--- config.mk ---
export PLATFORM = sky130hd
export DESIGN_NAME = angle_sensor_register_map
export DESIGN_NICKNAME = d
export VERILOG_FILES = /design/src/hdl/angle_sensor_register_map.v
export VERILOG_INCLUDE_DIRS = /design/src /design/src/hdl
export SDC_FILE = /design/constraint.sdc
export NUM_CORES = 1
export LEC_CHECK = 0
export BUFFER_PORTS_ARGS = -buffer_cell sky130_fd_sc_hd__buf_2
export CAP_MARGIN = 10
export CORE_UTILIZATION = 48
export DETAILED_ROUTE_END_ITERATION = 10
export MAX_ROUTING_LAYER = met4
export PLACE_DENSITY_LB_ADDON = 0.3
export SETUP_SLACK_MARGIN = 0.4
export SYNTH_ARGS = -nofsm -noshare
export SYNTH_HDL_FRONTEND = slang
export SYNTH_SLANG_ARGS = --single-unit
export TNS_END_PERCENT = 1
--- constraint.sdc ---
create_clock -name clk_i -period 8.2 [get_ports clk_i]
set_clock_uncertainty 0.2 [all_clocks]
set_input_delay 1.64 -clock clk_i [delete_from_list [all_inputs] [get_ports clk_i]]
set_output_delay 1.64 -clock clk_i [all_outputs]
set_load 0.1 [all_outputs]
--- src/hdl/angle_sensor_defines.vh ---
// Constants for the angle sensor register map block
`ifndef ANGLE_SENSOR_DEFINES_VH
`define ANGLE_SENSOR_DEFINES_VH

// ----------------------------------------------------------------------------
// Frame layout
// ----------------------------------------------------------------------------
`define FRAME_W              16
`define ADDR_W               14
`define DATA_W               14
`define FRAME_PARITY_BIT     15
`define FRAME_RW_BIT         14
`define FRAME_EF_BIT         14

// ----------------------------------------------------------------------------
// Register addresses
// ----------------------------------------------------------------------------
`define ADDR_NO_OPERATION    14'h0000
`define ADDR_ERROR_FLAGS     14'h0001
`define ADDR_OTP_OTP_PROGRAM_CONTROL_CTRL   14'h0003
`define ADDR_ZERO_POS_HIGH   14'h0016
`define ADDR_ZERO_POS_LOW    14'h0017
`define ADDR_SETTINGS_A      14'h0018
`define ADDR_SETTINGS_B      14'h0019
`define ADDR_REDUNDANCY      14'h001A
`define ADDR_DIAG_GAIN       14'h3FFC
`define ADDR_MAGNITUDE       14'h3FFD
`define ADDR_ANGLE_UNCOMP    14'h3FFE
`define ADDR_ANGLE_COMP      14'h3FFF

// ----------------------------------------------------------------------------
// Error flag bits
// ----------------------------------------------------------------------------
`define ERR_FRAMING_BIT      0
`define ERR_INVALID_CMD_BIT  1
`define ERR_PARITY_BIT       2
`define ERR_W                3

// ----------------------------------------------------------------------------
// Programming control bits
// ----------------------------------------------------------------------------
`define OTP_PROGRAM_CONTROL_WRITE_EN_BIT    0
`define OTP_PROGRAM_CONTROL_RELOAD_BIT      2
`define OTP_PROGRAM_CONTROL_BURN_BIT        3
`define OTP_PROGRAM_CONTROL_VERIFY_BIT      6

// ----------------------------------------------------------------------------
// Diagnostic register bits
// ----------------------------------------------------------------------------
`define DIAG_GAIN_MAX_BIT    11
`define DIAG_GAIN_MIN_BIT    10
`define DIAG_COF_BIT         9
`define DIAG_LOOP_DONE_BIT   8
`define GAIN_W               8
`define GAIN_MAX_VALUE       8'hFF
`define GAIN_MIN_VALUE       8'h00

// ----------------------------------------------------------------------------
// Non-volatile register fields
// ----------------------------------------------------------------------------
`define NV_W                 8
`define RED_W                5
`define ZPOS_LOW_W           6
`define ZPOS_EN_GMAX_BIT     6
`define ZPOS_EN_GMIN_BIT     7
`define SETA_FACTORY_BIT     0
`define SETA_NOISE_BIT       1
`define SETA_DIR_BIT         2
`define SETA_ARRANGE_BIT     3
`define SETA_COMP_DIS_BIT    4
`define SETA_BINARY_BIT      5
`define SETA_DATASEL_BIT     6
`define SETA_PWM_EN_BIT      7
`define NV_RESET             8'h00
`define RED_RESET            5'h00
`define ERR_RESET            3'h0

`endif

--- src/hdl/angle_sensor_register_map.v ---
// Register map of the rotary angle sensor, driven by decoded serial frames

`include "angle_sensor_defines.vh"

module angle_sensor_register_map (
   // Clock and reset
   input  wire                  clk_i,
   input  wire                  reset_n_i,
   // Decoded frames from the serial front end
   input  wire                  frame_valid_i,
   input  wire [15:0]           frame_data_i,
   input  wire                  frame_error_i,
   output wire [15:0]           resp_data_o,
   // Measurement inputs
   input  wire [7:0]            gain_value_i,
   input  wire                  cordic_overflow_i,
   input  wire                  offset_loop_done_i,
   input  wire [13:0]           magnitude_i,
   input  wire [13:0]           raw_angle_i,
   input  wire [13:0]           comp_angle_i,
   // Programmed OTP array contents
   input  wire [7:0]            otp_zero_high_i,
   input  wire [7:0]            otp_zero_low_i,
   input  wire [7:0]            otp_settings_a_i,
   input  wire [7:0]            otp_settings_b_i,
   input  wire [4:0]            otp_redundancy_i,
   // OTP programming control
   output wire                  otp_write_enable_o,
   output wire                  otp_verify_select_o,
   output wire                  otp_burn_start_o,
   output wire                  otp_reload_o,
   // Configuration towards the output generators
   output wire [13:0]           zero_position_o,
   output wire                  noise_setting_o,
   output wire                  direction_o,
   output wire                  output_arrangement_select_o,
   output wire                  incremental_active_o,
   output wire                  commutation_active_o,
   output wire                  pwm_on_w_pin_o,
   output wire                  pwm_on_i_pin_o,
   output wire                  incremental_binary_select_o,
   output wire [7:0]            settings_b_o,
   output wire [4:0]            redundancy_o,
   output wire [13:0]           angle_out_o,
   output wire                  system_error_o
);

   // -------------------------------------------------------------------------
   // State
   // -------------------------------------------------------------------------
   localparam ST_CMD  = 1'b0;
   localparam ST_DATA = 1'b1;
   // Slots of the four stored programming bits
   localparam P_EN     = 0;
   localparam P_RELOAD = 1;
   localparam P_BURN   = 2;
   localparam P_VERIFY = 3;

   reg                  state_reg;
   reg                  state_next;
   reg  [13:0]          waddr_reg;
   reg  [13:0]          waddr_next;
   reg  [2:0]           err_reg;
   reg  [2:0]           err_next;
   reg  [3:0]           otp_program_control_reg;
   reg  [3:0]           otp_program_control_next;
   reg  [7:0]           zhigh_reg;
   reg  [7:0]           zhigh_next;
   reg  [7:0]           zlow_reg;
   reg  [7:0]           zlow_next;
   reg  [7:0]           seta_reg;
   reg  [7:0]           seta_next;
   reg  [7:0]           setb_reg;
   reg  [7:0]           setb_next;
   reg  [4:0]           red_reg;
   reg  [4:0]           red_next;
   reg  [15:0]          resp_reg;
   reg  [15:0]          resp_next;
   reg                  burn_reg;
   reg                  burn_next;
   reg                  reload_reg;
   reg                  reload_next;

   // -------------------------------------------------------------------------
   // Register views
   // -------------------------------------------------------------------------
   wire                 gain_max = (gain_value_i == `GAIN_MAX_VALUE);
   wire                 gain_min = (gain_value_i == `GAIN_MIN_VALUE);
   reg  [13:0]          diag_view;
   reg  [13:0]          otp_program_control_view;
   reg  [13:0]          seta_view;
   wire [13:0]          comp_angle;

   // Views are built bit by bit so each field lands where the map puts it
   always @* begin
      diag_view = 14'h0000;
      diag_view[`GAIN_W-1:0]         = gain_value_i;
      diag_view[`DIAG_LOOP_DONE_BIT] = offset_loop_done_i;
      diag_view[`DIAG_COF_BIT]       = cordic_overflow_i;
      diag_view[`DIAG_GAIN_MIN_BIT]  = gain_min;
      diag_view[`DIAG_GAIN_MAX_BIT]  = gain_max;
   end

   always @* begin
      otp_program_control_view = 14'h0000;
      otp_program_control_view[`OTP_PROGRAM_CONTROL_WRITE_EN_BIT] = otp_program_control_reg[P_EN];
      otp_program_control_view[`OTP_PROGRAM_CONTROL_RELOAD_BIT]   = otp_program_control_reg[P_RELOAD];
      otp_program_control_view[`OTP_PROGRAM_CONTROL_BURN_BIT]     = otp_program_control_reg[P_BURN];
      otp_program_control_view[`OTP_PROGRAM_CONTROL_VERIFY_BIT]   = otp_program_control_reg[P_VERIFY];
   end

   // Factory bit is hard-wired; the stored copy of bit 0 is never read
   always @* begin
      seta_view = {6'h00, seta_reg};
      seta_view[`SETA_FACTORY_BIT] = 1'b1;
   end
   // With compensation off the compensated path simply repeats the raw angle
   assign comp_angle = seta_reg[`SETA_COMP_DIS_BIT] ? raw_angle_i : comp_angle_i;

   // -------------------------------------------------------------------------
   // Read decode
   // -------------------------------------------------------------------------
   reg  [13:0]          rd_data;
   reg                  addr_ok;
   wire [13:0]          frame_addr = frame_data_i[`ADDR_W-1:0];
   // A pending write decodes its stored address, so its data frame sees the target
   wire [13:0]          dec_addr   = (state_reg == ST_DATA) ? waddr_reg : frame_addr;

   always @* begin
      rd_data = 14'h0000;
      addr_ok = 1'b1;
      case (dec_addr)
         `ADDR_NO_OPERATION:  rd_data = 14'h0000;
         `ADDR_ERROR_FLAGS:   rd_data = {11'h000, err_reg};
         `ADDR_OTP_OTP_PROGRAM_CONTROL_CTRL: rd_data = otp_program_control_view;
         `ADDR_ZERO_POS_HIGH: rd_data = {6'h00, zhigh_reg};
         `ADDR_ZERO_POS_LOW:  rd_data = {6'h00, zlow_reg};
         `ADDR_SETTINGS_A:    rd_data = seta_view;
         `ADDR_SETTINGS_B:    rd_data = {6'h00, setb_reg};
         `ADDR_REDUNDANCY:    rd_data = {9'h000, red_reg};
         `ADDR_DIAG_GAIN:     rd_data = diag_view;
         `ADDR_MAGNITUDE:     rd_data = magnitude_i;
         `ADDR_ANGLE_UNCOMP:  rd_data = raw_angle_i;
         `ADDR_ANGLE_COMP: begin
            rd_data = seta_reg[`SETA_DATASEL_BIT] ? raw_angle_i : comp_angle;
         end
         default: begin
            addr_ok = 1'b0;
         end
      endcase
   end

   // -------------------------------------------------------------------------
   // Frame handling
   // -------------------------------------------------------------------------
   wire                 parity_ok  = ~(^frame_data_i);
   wire                 is_read    = frame_data_i[`FRAME_RW_BIT];
   wire [13:0]          payload    = frame_data_i[`DATA_W-1:0];
   // Error answer: EF set, data zero, parity bit keeps the word even
   wire [15:0]          err_resp   = {1'b1, 1'b1, 14'h0000};
   wire [15:0]          rd_resp    = {^rd_data, 1'b0, rd_data};
   wire [15:0]          echo_resp  = {^payload, 1'b0, payload};
   // Read-only targets accept the data frame but keep their contents
   wire                 ro_target  = (waddr_reg == `ADDR_NO_OPERATION) |
                                     (waddr_reg == `ADDR_ERROR_FLAGS) |
                                     (waddr_reg == `ADDR_DIAG_GAIN) |
                                     (waddr_reg == `ADDR_MAGNITUDE) |
                                     (waddr_reg == `ADDR_ANGLE_UNCOMP) |
                                     (waddr_reg == `ADDR_ANGLE_COMP);

   always @* begin
      state_next  = state_reg;
      waddr_next  = waddr_reg;
      err_next    = err_reg;
      otp_program_control_next   = otp_program_control_reg;
      zhigh_next  = zhigh_reg;
      zlow_next   = zlow_reg;
      seta_next   = seta_reg;
      setb_next   = setb_reg;
      red_next    = red_reg;
      resp_next   = resp_reg;
      burn_next   = 1'b0;
      reload_next = 1'b0;
      if (frame_error_i) begin
         // Abandon any half-done write; the next frame is a command again
         state_next = ST_CMD;
         err_next[`ERR_FRAMING_BIT] = 1'b1;
         resp_next = err_resp;
      end else if (frame_valid_i) begin
         case (state_reg)
            ST_CMD: begin
               if (!parity_ok) begin
                  err_next[`ERR_PARITY_BIT] = 1'b1;
                  resp_next = err_resp;
               end else if (!addr_ok) begin
                  err_next[`ERR_INVALID_CMD_BIT] = 1'b1;
                  resp_next = err_resp;
               end else if (is_read) begin
                  resp_next = rd_resp;
                  // Read clears every flag; this frame raises none, so none survives
                  if (frame_addr == `ADDR_ERROR_FLAGS) begin
                     err_next = `ERR_RESET;
                  end
                  // Address zero falls through with no side effect
               end else begin
                  // Old contents go back in the next frame
                  waddr_next = frame_addr;
                  state_next = ST_DATA;
                  resp_next  = rd_resp;
               end
            end
            ST_DATA: begin
               state_next = ST_CMD;
               if (!parity_ok) begin
                  err_next[`ERR_PARITY_BIT] = 1'b1;
                  resp_next = err_resp;
               end else begin
                  // Read-only targets echo what they really hold
                  resp_next = ro_target ? rd_resp : echo_resp;
                  case (waddr_reg)
                     `ADDR_OTP_OTP_PROGRAM_CONTROL_CTRL: begin
                        otp_program_control_next = {frame_data_i[`OTP_PROGRAM_CONTROL_VERIFY_BIT],
                                     frame_data_i[`OTP_PROGRAM_CONTROL_BURN_BIT],
                                     frame_data_i[`OTP_PROGRAM_CONTROL_RELOAD_BIT],
                                     frame_data_i[`OTP_PROGRAM_CONTROL_WRITE_EN_BIT]};
                        // Burn needs the enable, old or just written
                        burn_next = frame_data_i[`OTP_PROGRAM_CONTROL_BURN_BIT] &
                                    (frame_data_i[`OTP_PROGRAM_CONTROL_WRITE_EN_BIT] |
                                     otp_program_control_reg[P_EN]);
                        reload_next = frame_data_i[`OTP_PROGRAM_CONTROL_RELOAD_BIT];
                        if (frame_data_i[`OTP_PROGRAM_CONTROL_RELOAD_BIT]) begin
                           zhigh_next = otp_zero_high_i;
                           zlow_next  = otp_zero_low_i;
                           seta_next  = otp_settings_a_i;
                           setb_next  = otp_settings_b_i;
                           red_next   = otp_redundancy_i;
                        end
                     end
                     `ADDR_ZERO_POS_HIGH: zhigh_next = frame_data_i[`NV_W-1:0];
                     `ADDR_ZERO_POS_LOW:  zlow_next  = frame_data_i[`NV_W-1:0];
                     `ADDR_SETTINGS_A:    seta_next  = frame_data_i[`NV_W-1:0];
                     `ADDR_SETTINGS_B:    setb_next  = frame_data_i[`NV_W-1:0];
                     `ADDR_REDUNDANCY:    red_next   = frame_data_i[`RED_W-1:0];
                     default: begin
                        // Read-only targets store nothing
                        state_next = ST_CMD;
                     end
                  endcase
               end
            end
            default: begin
               state_next = ST_CMD;
            end
         endcase
      end
   end

   // -------------------------------------------------------------------------
   // Registers
   // -------------------------------------------------------------------------
   always @(posedge clk_i) begin
      if (!reset_n_i) begin
         state_reg  <= ST_CMD;
         waddr_reg  <= 14'h0000;
         err_reg    <= `ERR_RESET;
         otp_program_control_reg   <= 4'h0;
         zhigh_reg  <= `NV_RESET;
         zlow_reg   <= `NV_RESET;
         seta_reg   <= `NV_RESET;
         setb_reg   <= `NV_RESET;
         red_reg    <= `RED_RESET;
         resp_reg   <= 16'h0000;
         burn_reg   <= 1'b0;
         reload_reg <= 1'b0;
      end else begin
         state_reg  <= state_next;
         waddr_reg  <= waddr_next;
         err_reg    <= err_next;
         otp_program_control_reg   <= otp_program_control_next;
         zhigh_reg  <= zhigh_next;
         zlow_reg   <= zlow_next;
         seta_reg   <= seta_next;
         setb_reg   <= setb_next;
         red_reg    <= red_next;
         resp_reg   <= resp_next;
         burn_reg   <= burn_next;
         reload_reg <= reload_next;
      end
   end

   // -------------------------------------------------------------------------
   // Outputs
   // -------------------------------------------------------------------------
   assign resp_data_o                 = resp_reg;
   assign otp_write_enable_o          = otp_program_control_reg[P_EN];
   assign otp_verify_select_o         = otp_program_control_reg[P_VERIFY];
   assign otp_burn_start_o            = burn_reg;
   assign otp_reload_o                = reload_reg;
   assign zero_position_o             = {zhigh_reg, zlow_reg[5:0]};
   assign noise_setting_o             = seta_reg[`SETA_NOISE_BIT];
   assign direction_o                 = seta_reg[`SETA_DIR_BIT];
   assign output_arrangement_select_o = seta_reg[`SETA_ARRANGE_BIT];
   assign incremental_active_o        = ~seta_reg[`SETA_ARRANGE_BIT];
   assign commutation_active_o        = seta_reg[`SETA_ARRANGE_BIT];
   assign pwm_on_w_pin_o              = seta_reg[`SETA_PWM_EN_BIT] &
                                        ~seta_reg[`SETA_ARRANGE_BIT];
   assign pwm_on_i_pin_o              = seta_reg[`SETA_PWM_EN_BIT] &
                                        seta_reg[`SETA_ARRANGE_BIT];
   assign incremental_binary_select_o = seta_reg[`SETA_BINARY_BIT];
   assign settings_b_o                = setb_reg;
   assign redundancy_o                = red_reg;
   assign angle_out_o                 = comp_angle;
   // Overflow always counts; the gain extremes only when their enable is set
   assign system_error_o              = cordic_overflow_i |
                                        (gain_max & zlow_reg[`ZPOS_EN_GMAX_BIT]) |
                                        (gain_min & zlow_reg[`ZPOS_EN_GMIN_BIT]);

endmodule

Word-level counts from Yosys, hierarchy flattened

Index checks and enable logic that the tools add are counted.

Eq/ne operators: 33
Multiplexer cells: 38
Bitwise operators: 21
Reductions and logical operators: 28

Operators by type and width:

| operator             | count |
|---|---|
| $pmux 14 s11         | 1 |
| $eq 14x5->1 const B  | 10 |
| $eq 14x14->1 const B | 8 |
| $mux 16              | 6 |
| $pmux 8 s2           | 4 |
| $reduce_and 6->1     | 9 |
| $eq 14x1->1 const B  | 3 |
| $mux 14              | 3 |
| $mux 8               | 4 |
| $pmux 16 s2          | 1 |
| $eq 14x2->1 const B  | 2 |
| $logic_not 14->1     | 2 |
| $reduce_xor 14->1    | 2 |
| $reduce_bool 2->1    | 9 |
| $reduce_xor 16->1    | 1 |
| $mux 1               | 13 |
| $reduce_or 12->1     | 1 |
| $pmux 5 s2           | 1 |
| $ne 3x3->1 const B   | 3 |
| $eq 8x8->1 const B   | 1 |
| $logic_not 8->1      | 1 |
| $ne 2x2->1 const B   | 4 |
| $not 1->1            | 8 |
| $or 1x1->1           | 8 |
| other kinds (8)      | 15 |

Bits in registers: 77
Bits of input ports: 109
Output and inout bits: 70
Logic and storage cells: 135

Longest topological paths before layout

Word-level depth: 11
Mapped depth: 12
Depth with buffers taken out: 11

Least setup slack after synthesis

No wires, ideal clock.

Kind: input port to flip-flop
Start point: input port frame_data_i[2]
End point: register seta_reg[5]
Setup time: 117 ps
Data arrival time: 4453 ps
Required time: 7883 ps
Slack: 3430 ps
Cell stages on the path: 12
Buffers on the path: 2
Cells stage by stage: clkbuf_1 inv_1 ha_1 xnor3_1 xnor3_1 xnor2_2 nand2_1 or2_2 a21oi_1 clkbuf_1 nand2_1 o211a_1

Word-level cells in the longest chain between the ends: 3
Elaborated cells on any way between the ends: 4
Those cells by class: eq/ne: 1; bitwise: 1; reduce/logical: 2

RTL lines:

| what                                  | RTL line                        | text |
|---|---|---|
| from (decl)                           | angle_sensor_register_map.v:11  | `input wire [15:0] frame_data_i,` |
| $reduce_xor 16->1                     | angle_sensor_register_map.v:156 | `wire parity_ok = ~(^frame_data_i);` |
| $not 1->1 (no source line)            | --                              |  |
| $reduce_and 6->1 (no source line) (*) | --                              |  |
| to (signal assigned)                  | angle_sensor_register_map.v:269 | `` seta_reg <= `NV_RESET; `` |
| to (signal assigned)                  | angle_sensor_register_map.v:282 | `seta_reg <= seta_next;` |
| to (decl)                             | angle_sensor_register_map.v:71  | `reg [7:0] seta_reg;` |

Every way passes the cells marked *; elsewhere a longest branch is shown, timed or not.
A chain may end at the register's enable or synchronous reset.

Final worst setup path

Start point: input port frame_data_i[2]
End point: register setb_reg[3], in the netlist settings_b_o[3]

Word-level cells in the longest chain between the ends: 3
Elaborated cells on any way between the ends: 4
Those cells by class: eq/ne: 1; bitwise: 1; reduce/logical: 2

RTL lines:

| what                                  | RTL line                        | text |
|---|---|---|
| $reduce_xor 16->1                     | angle_sensor_register_map.v:156 |  |
| $not 1->1 (no source line)            | --                              |  |
| $reduce_and 6->1 (no source line) (*) | --                              |  |
| to (signal assigned)                  | angle_sensor_register_map.v:270 | `` setb_reg <= `NV_RESET; `` |
| to (signal assigned)                  | angle_sensor_register_map.v:283 | `setb_reg <= setb_next;` |
| to (decl)                             | angle_sensor_register_map.v:73  | `reg [7:0] setb_reg;` |

Marks and branches as above.

==> run metrics <==
Synth Flop Type=dfxtp_1; Worst R2R Start=waddr_reg[1]$_SDFFE_PN0P_; placed cell count=slightly above 900; synth warn=0; fillers=around 1000; Synth area leaders=dfxtp_1 29%, nand2_1 8.0%, o211a_1 6.2%; hold path depth=2; flops & latches, synth=76; Mapped Cells=651; critical path launch point type=primary input; Mapped Area=approximately 5300 µm²; met3 Resource Use GR=about 4.8%; largest family of logic cells by synthesized area=compound AO/OA/AOI/OAI gates; Worst Path Max Fanout=16; Final setup viols=0; arrival time at the worst endpoint=around 5.4 ns; FFs w/ async S/R, synth=0%; static leakage=between 3 and 4 nW; Syn Nets=approximately 770; hold buffer count at CTS=0; number of flip-flops in the largest register=16; CP Capture Type=register; first-pass GRT wire length=about 28 mm; post-synthesis mux area share=approximately 9.3%; R2R Setup Slk=~4.4 ns; # diodes=0; # IOs=approximately 180; Post-Route WL=around 18 mm; xor/xnor cell area share of the yosys netlist=just over 4%; Die W=107.2 µm; fmax=around 190 MHz; Synth area leader=dfxtp_1; hold worst-path end=resp_data_o[1]$_SDFFE_PP0P_; postcts setup bufs=0; GR peak layer=met2; core box area=roughly 11000 µm²; FF+latch area=1521 µm²; Remaining DRCs=0; VDD IR max=approximately 0.086 mV; Buffers on Ports=around 180; Max-Cap Viols=0; DR WL/cell=19.47 µm; met1 usage=between 30% and 40%; Worst EP required=between 8 and 9 ns; Fin Hold WS=roughly 0.26 ns; share of layout cells above drive strength 1=between 20% and 30%; Synth Area in Compound Gates=27.07%; Final period util=65.34%; unrepaired setup endpoints after global routing=false; Post-synth EDFFs=0; Slew Limit Fails=0; GR Overflow Total=0; clock period minus worst slack=between 5 and 6 ns; ANT nets after route=0; CTS root buf=clkbuf_8; CTS Sinks=76; synthesis-to-finish area growth=19.09%; slew margin rel.=23.38%; Synth Area per Inst=between 8 and 9 µm²; Nets=around 900; First-pass DRT Iterations=6; # rows=38; placed wire-length estimate=13.89 mm; vias=approximately 5800; Hold WC Path Type=register to register; area fraction of the dominant cell type after synthesis=28.62%; Slew @ Worst Pin=around 1.1 ns; Post-Synth Simple-Gate Area=approximately 23%; DR vias/cell=roughly 6; adder-cell share of the synthesized area=between 1.5 and 2%; register area share after synthesis=around 29%; Hold Fails Final Rpt=0; reg2reg end=settings_b_o[3]$_SDFFE_PN0P_; Clk Latency, worst-skew pair=around 0.37 ns; met2 usage=roughly 54%; crit path from=frame_data_i[2]; PwrDens=about 140 nW/µm²; CTS buffer count=9; Reg clk slew, reported paths=0.09 ns; initial antenna violation count=0; Setup Crit Path Kind=primary input to register; Die H=around 110 µm; outcome=finished clean; Yosys cell types=73; final non-filler cell total=~940; largest net degree at the start of global routing=a little over 60; Placer Congestion=about 0.96; TritonCTS clock tree=yes; Total GRT Usage=about 32%; Multi-input gate area=around 3500 µm²; DRT iter0 DRCs=570; Resized Gates After CTS=0; CTS H-tree depth=3; die area=11500 µm²; TNS Setup=0 ns; Initial Util=between 40% and 50%; HP Start=resp_data_o[1]$_SDFFE_PP0P_; most common cell in the synthesized netlist=nand2_1; Max clock buf depth=2; R2R depth=6; list of most frequent post-synthesis cells=113 x nand2_1, 76 x dfxtp_1, 40 x a21oi_1; vias in the first global route=around 5300
-- layout by cell type, fill, tap and decap left out, types with 7 or more instances in the layout --
cell and instances:
a21boi_0 21, a21oi_1 40, a221o_1 7, a221oi_1 9
a22oi_1 7, and2_1 11, buf_2 177, clkbuf_8 9
dfxtp_1 76, ha_1 7, inv_1 23, mux2_2 17
mux2i_1 24, nand2_1 113, nand3_1 15, nand4_1 10
nor2_1 27, nor3_1 30, nor4_1 7, o211a_1 33
o21ai_0 16
-- stage by stage --
step                      util (%)  total power, mW  setup slack, ns  area (µm²)
after floorplan                  -           0.5307            3.430        5316
after global placement       56.87           0.5929            2.636        6138
after detailed placement     56.87           0.5956            2.522        6138
after CTS                    58.66           0.8808            2.915        6331
after global routing         58.66           0.9120            2.576        6331
final                        58.66           0.8797            2.842        6331
-- critical path, stage by stage --
cell and delay [ns]:
buf_2 0.31, inv_1 0.23, ha_1 0.33, xnor3_1 0.41, xnor3_1 0.30, xnor2_2 0.42, nand2_1 0.17, or2_2 0.39
a21oi_1 0.89, nand2_1 0.14, o211a_1 0.19
-- metal layers --
layer / part of all wire, % / up-vias / wire length (µm)
met1: 40 / 2690 / 7340
met4: 3.8 / 0 / 696
li1: - / 2693 / -
met2: 48 / 316 / 8790
met3: 7.9 / 70 / 1453
met5: 0 / - / 0
-- layout make-up --
class | count | area share (%)
flip-flops and latches | 76 | 24.03
clock buffers | 10 | 2.016
repair buffers | 179 | 14.23
inverters | 23 | 1.364
multi-input cells | 505 | 54.57
clock inverters | 6 | 1.028
well taps | 140 | 2.767
-- power by group --
group	switching, mW	total (mW)	internal, mW
combinational	0.142	0.214	0.0714
clock	0.149	0.290	0.141
sequential	0.00228	0.376	0.374
total	0.294	0.880	0.586
-- how the worst max path moves through the flow --
stage	to	slack, ns	depth (start not counted)
finish	settings_b_o[3]$_SDFFE_PN0P_	2.84	11
global route	settings_b_o[3]$_SDFFE_PN0P_	2.58	11
CTS	settings_b_o[3]$_SDFFE_PN0P_	2.91	11
detailed placement	settings_b_o[3]$_SDFFE_PN0P_	2.52	11
global placement	settings_b_o[7]$_SDFFE_PN0P_	2.64	11
floorplan	seta_reg[5]$_SDFFE_PN0P_	3.43	12
-- cells by family (layout without fill, tap and decap cells) --
group	count (synthesis)	in the layout
and+or+nand+nor	250	250
AOI/OAI and AO/OA	188	188
DFF	76	76
buffers and inverters	70	218
muxes	45	45
xor gates and xnor gates	15	15
adders and majority gates	7	7
(Power assumes the default switching activity.)
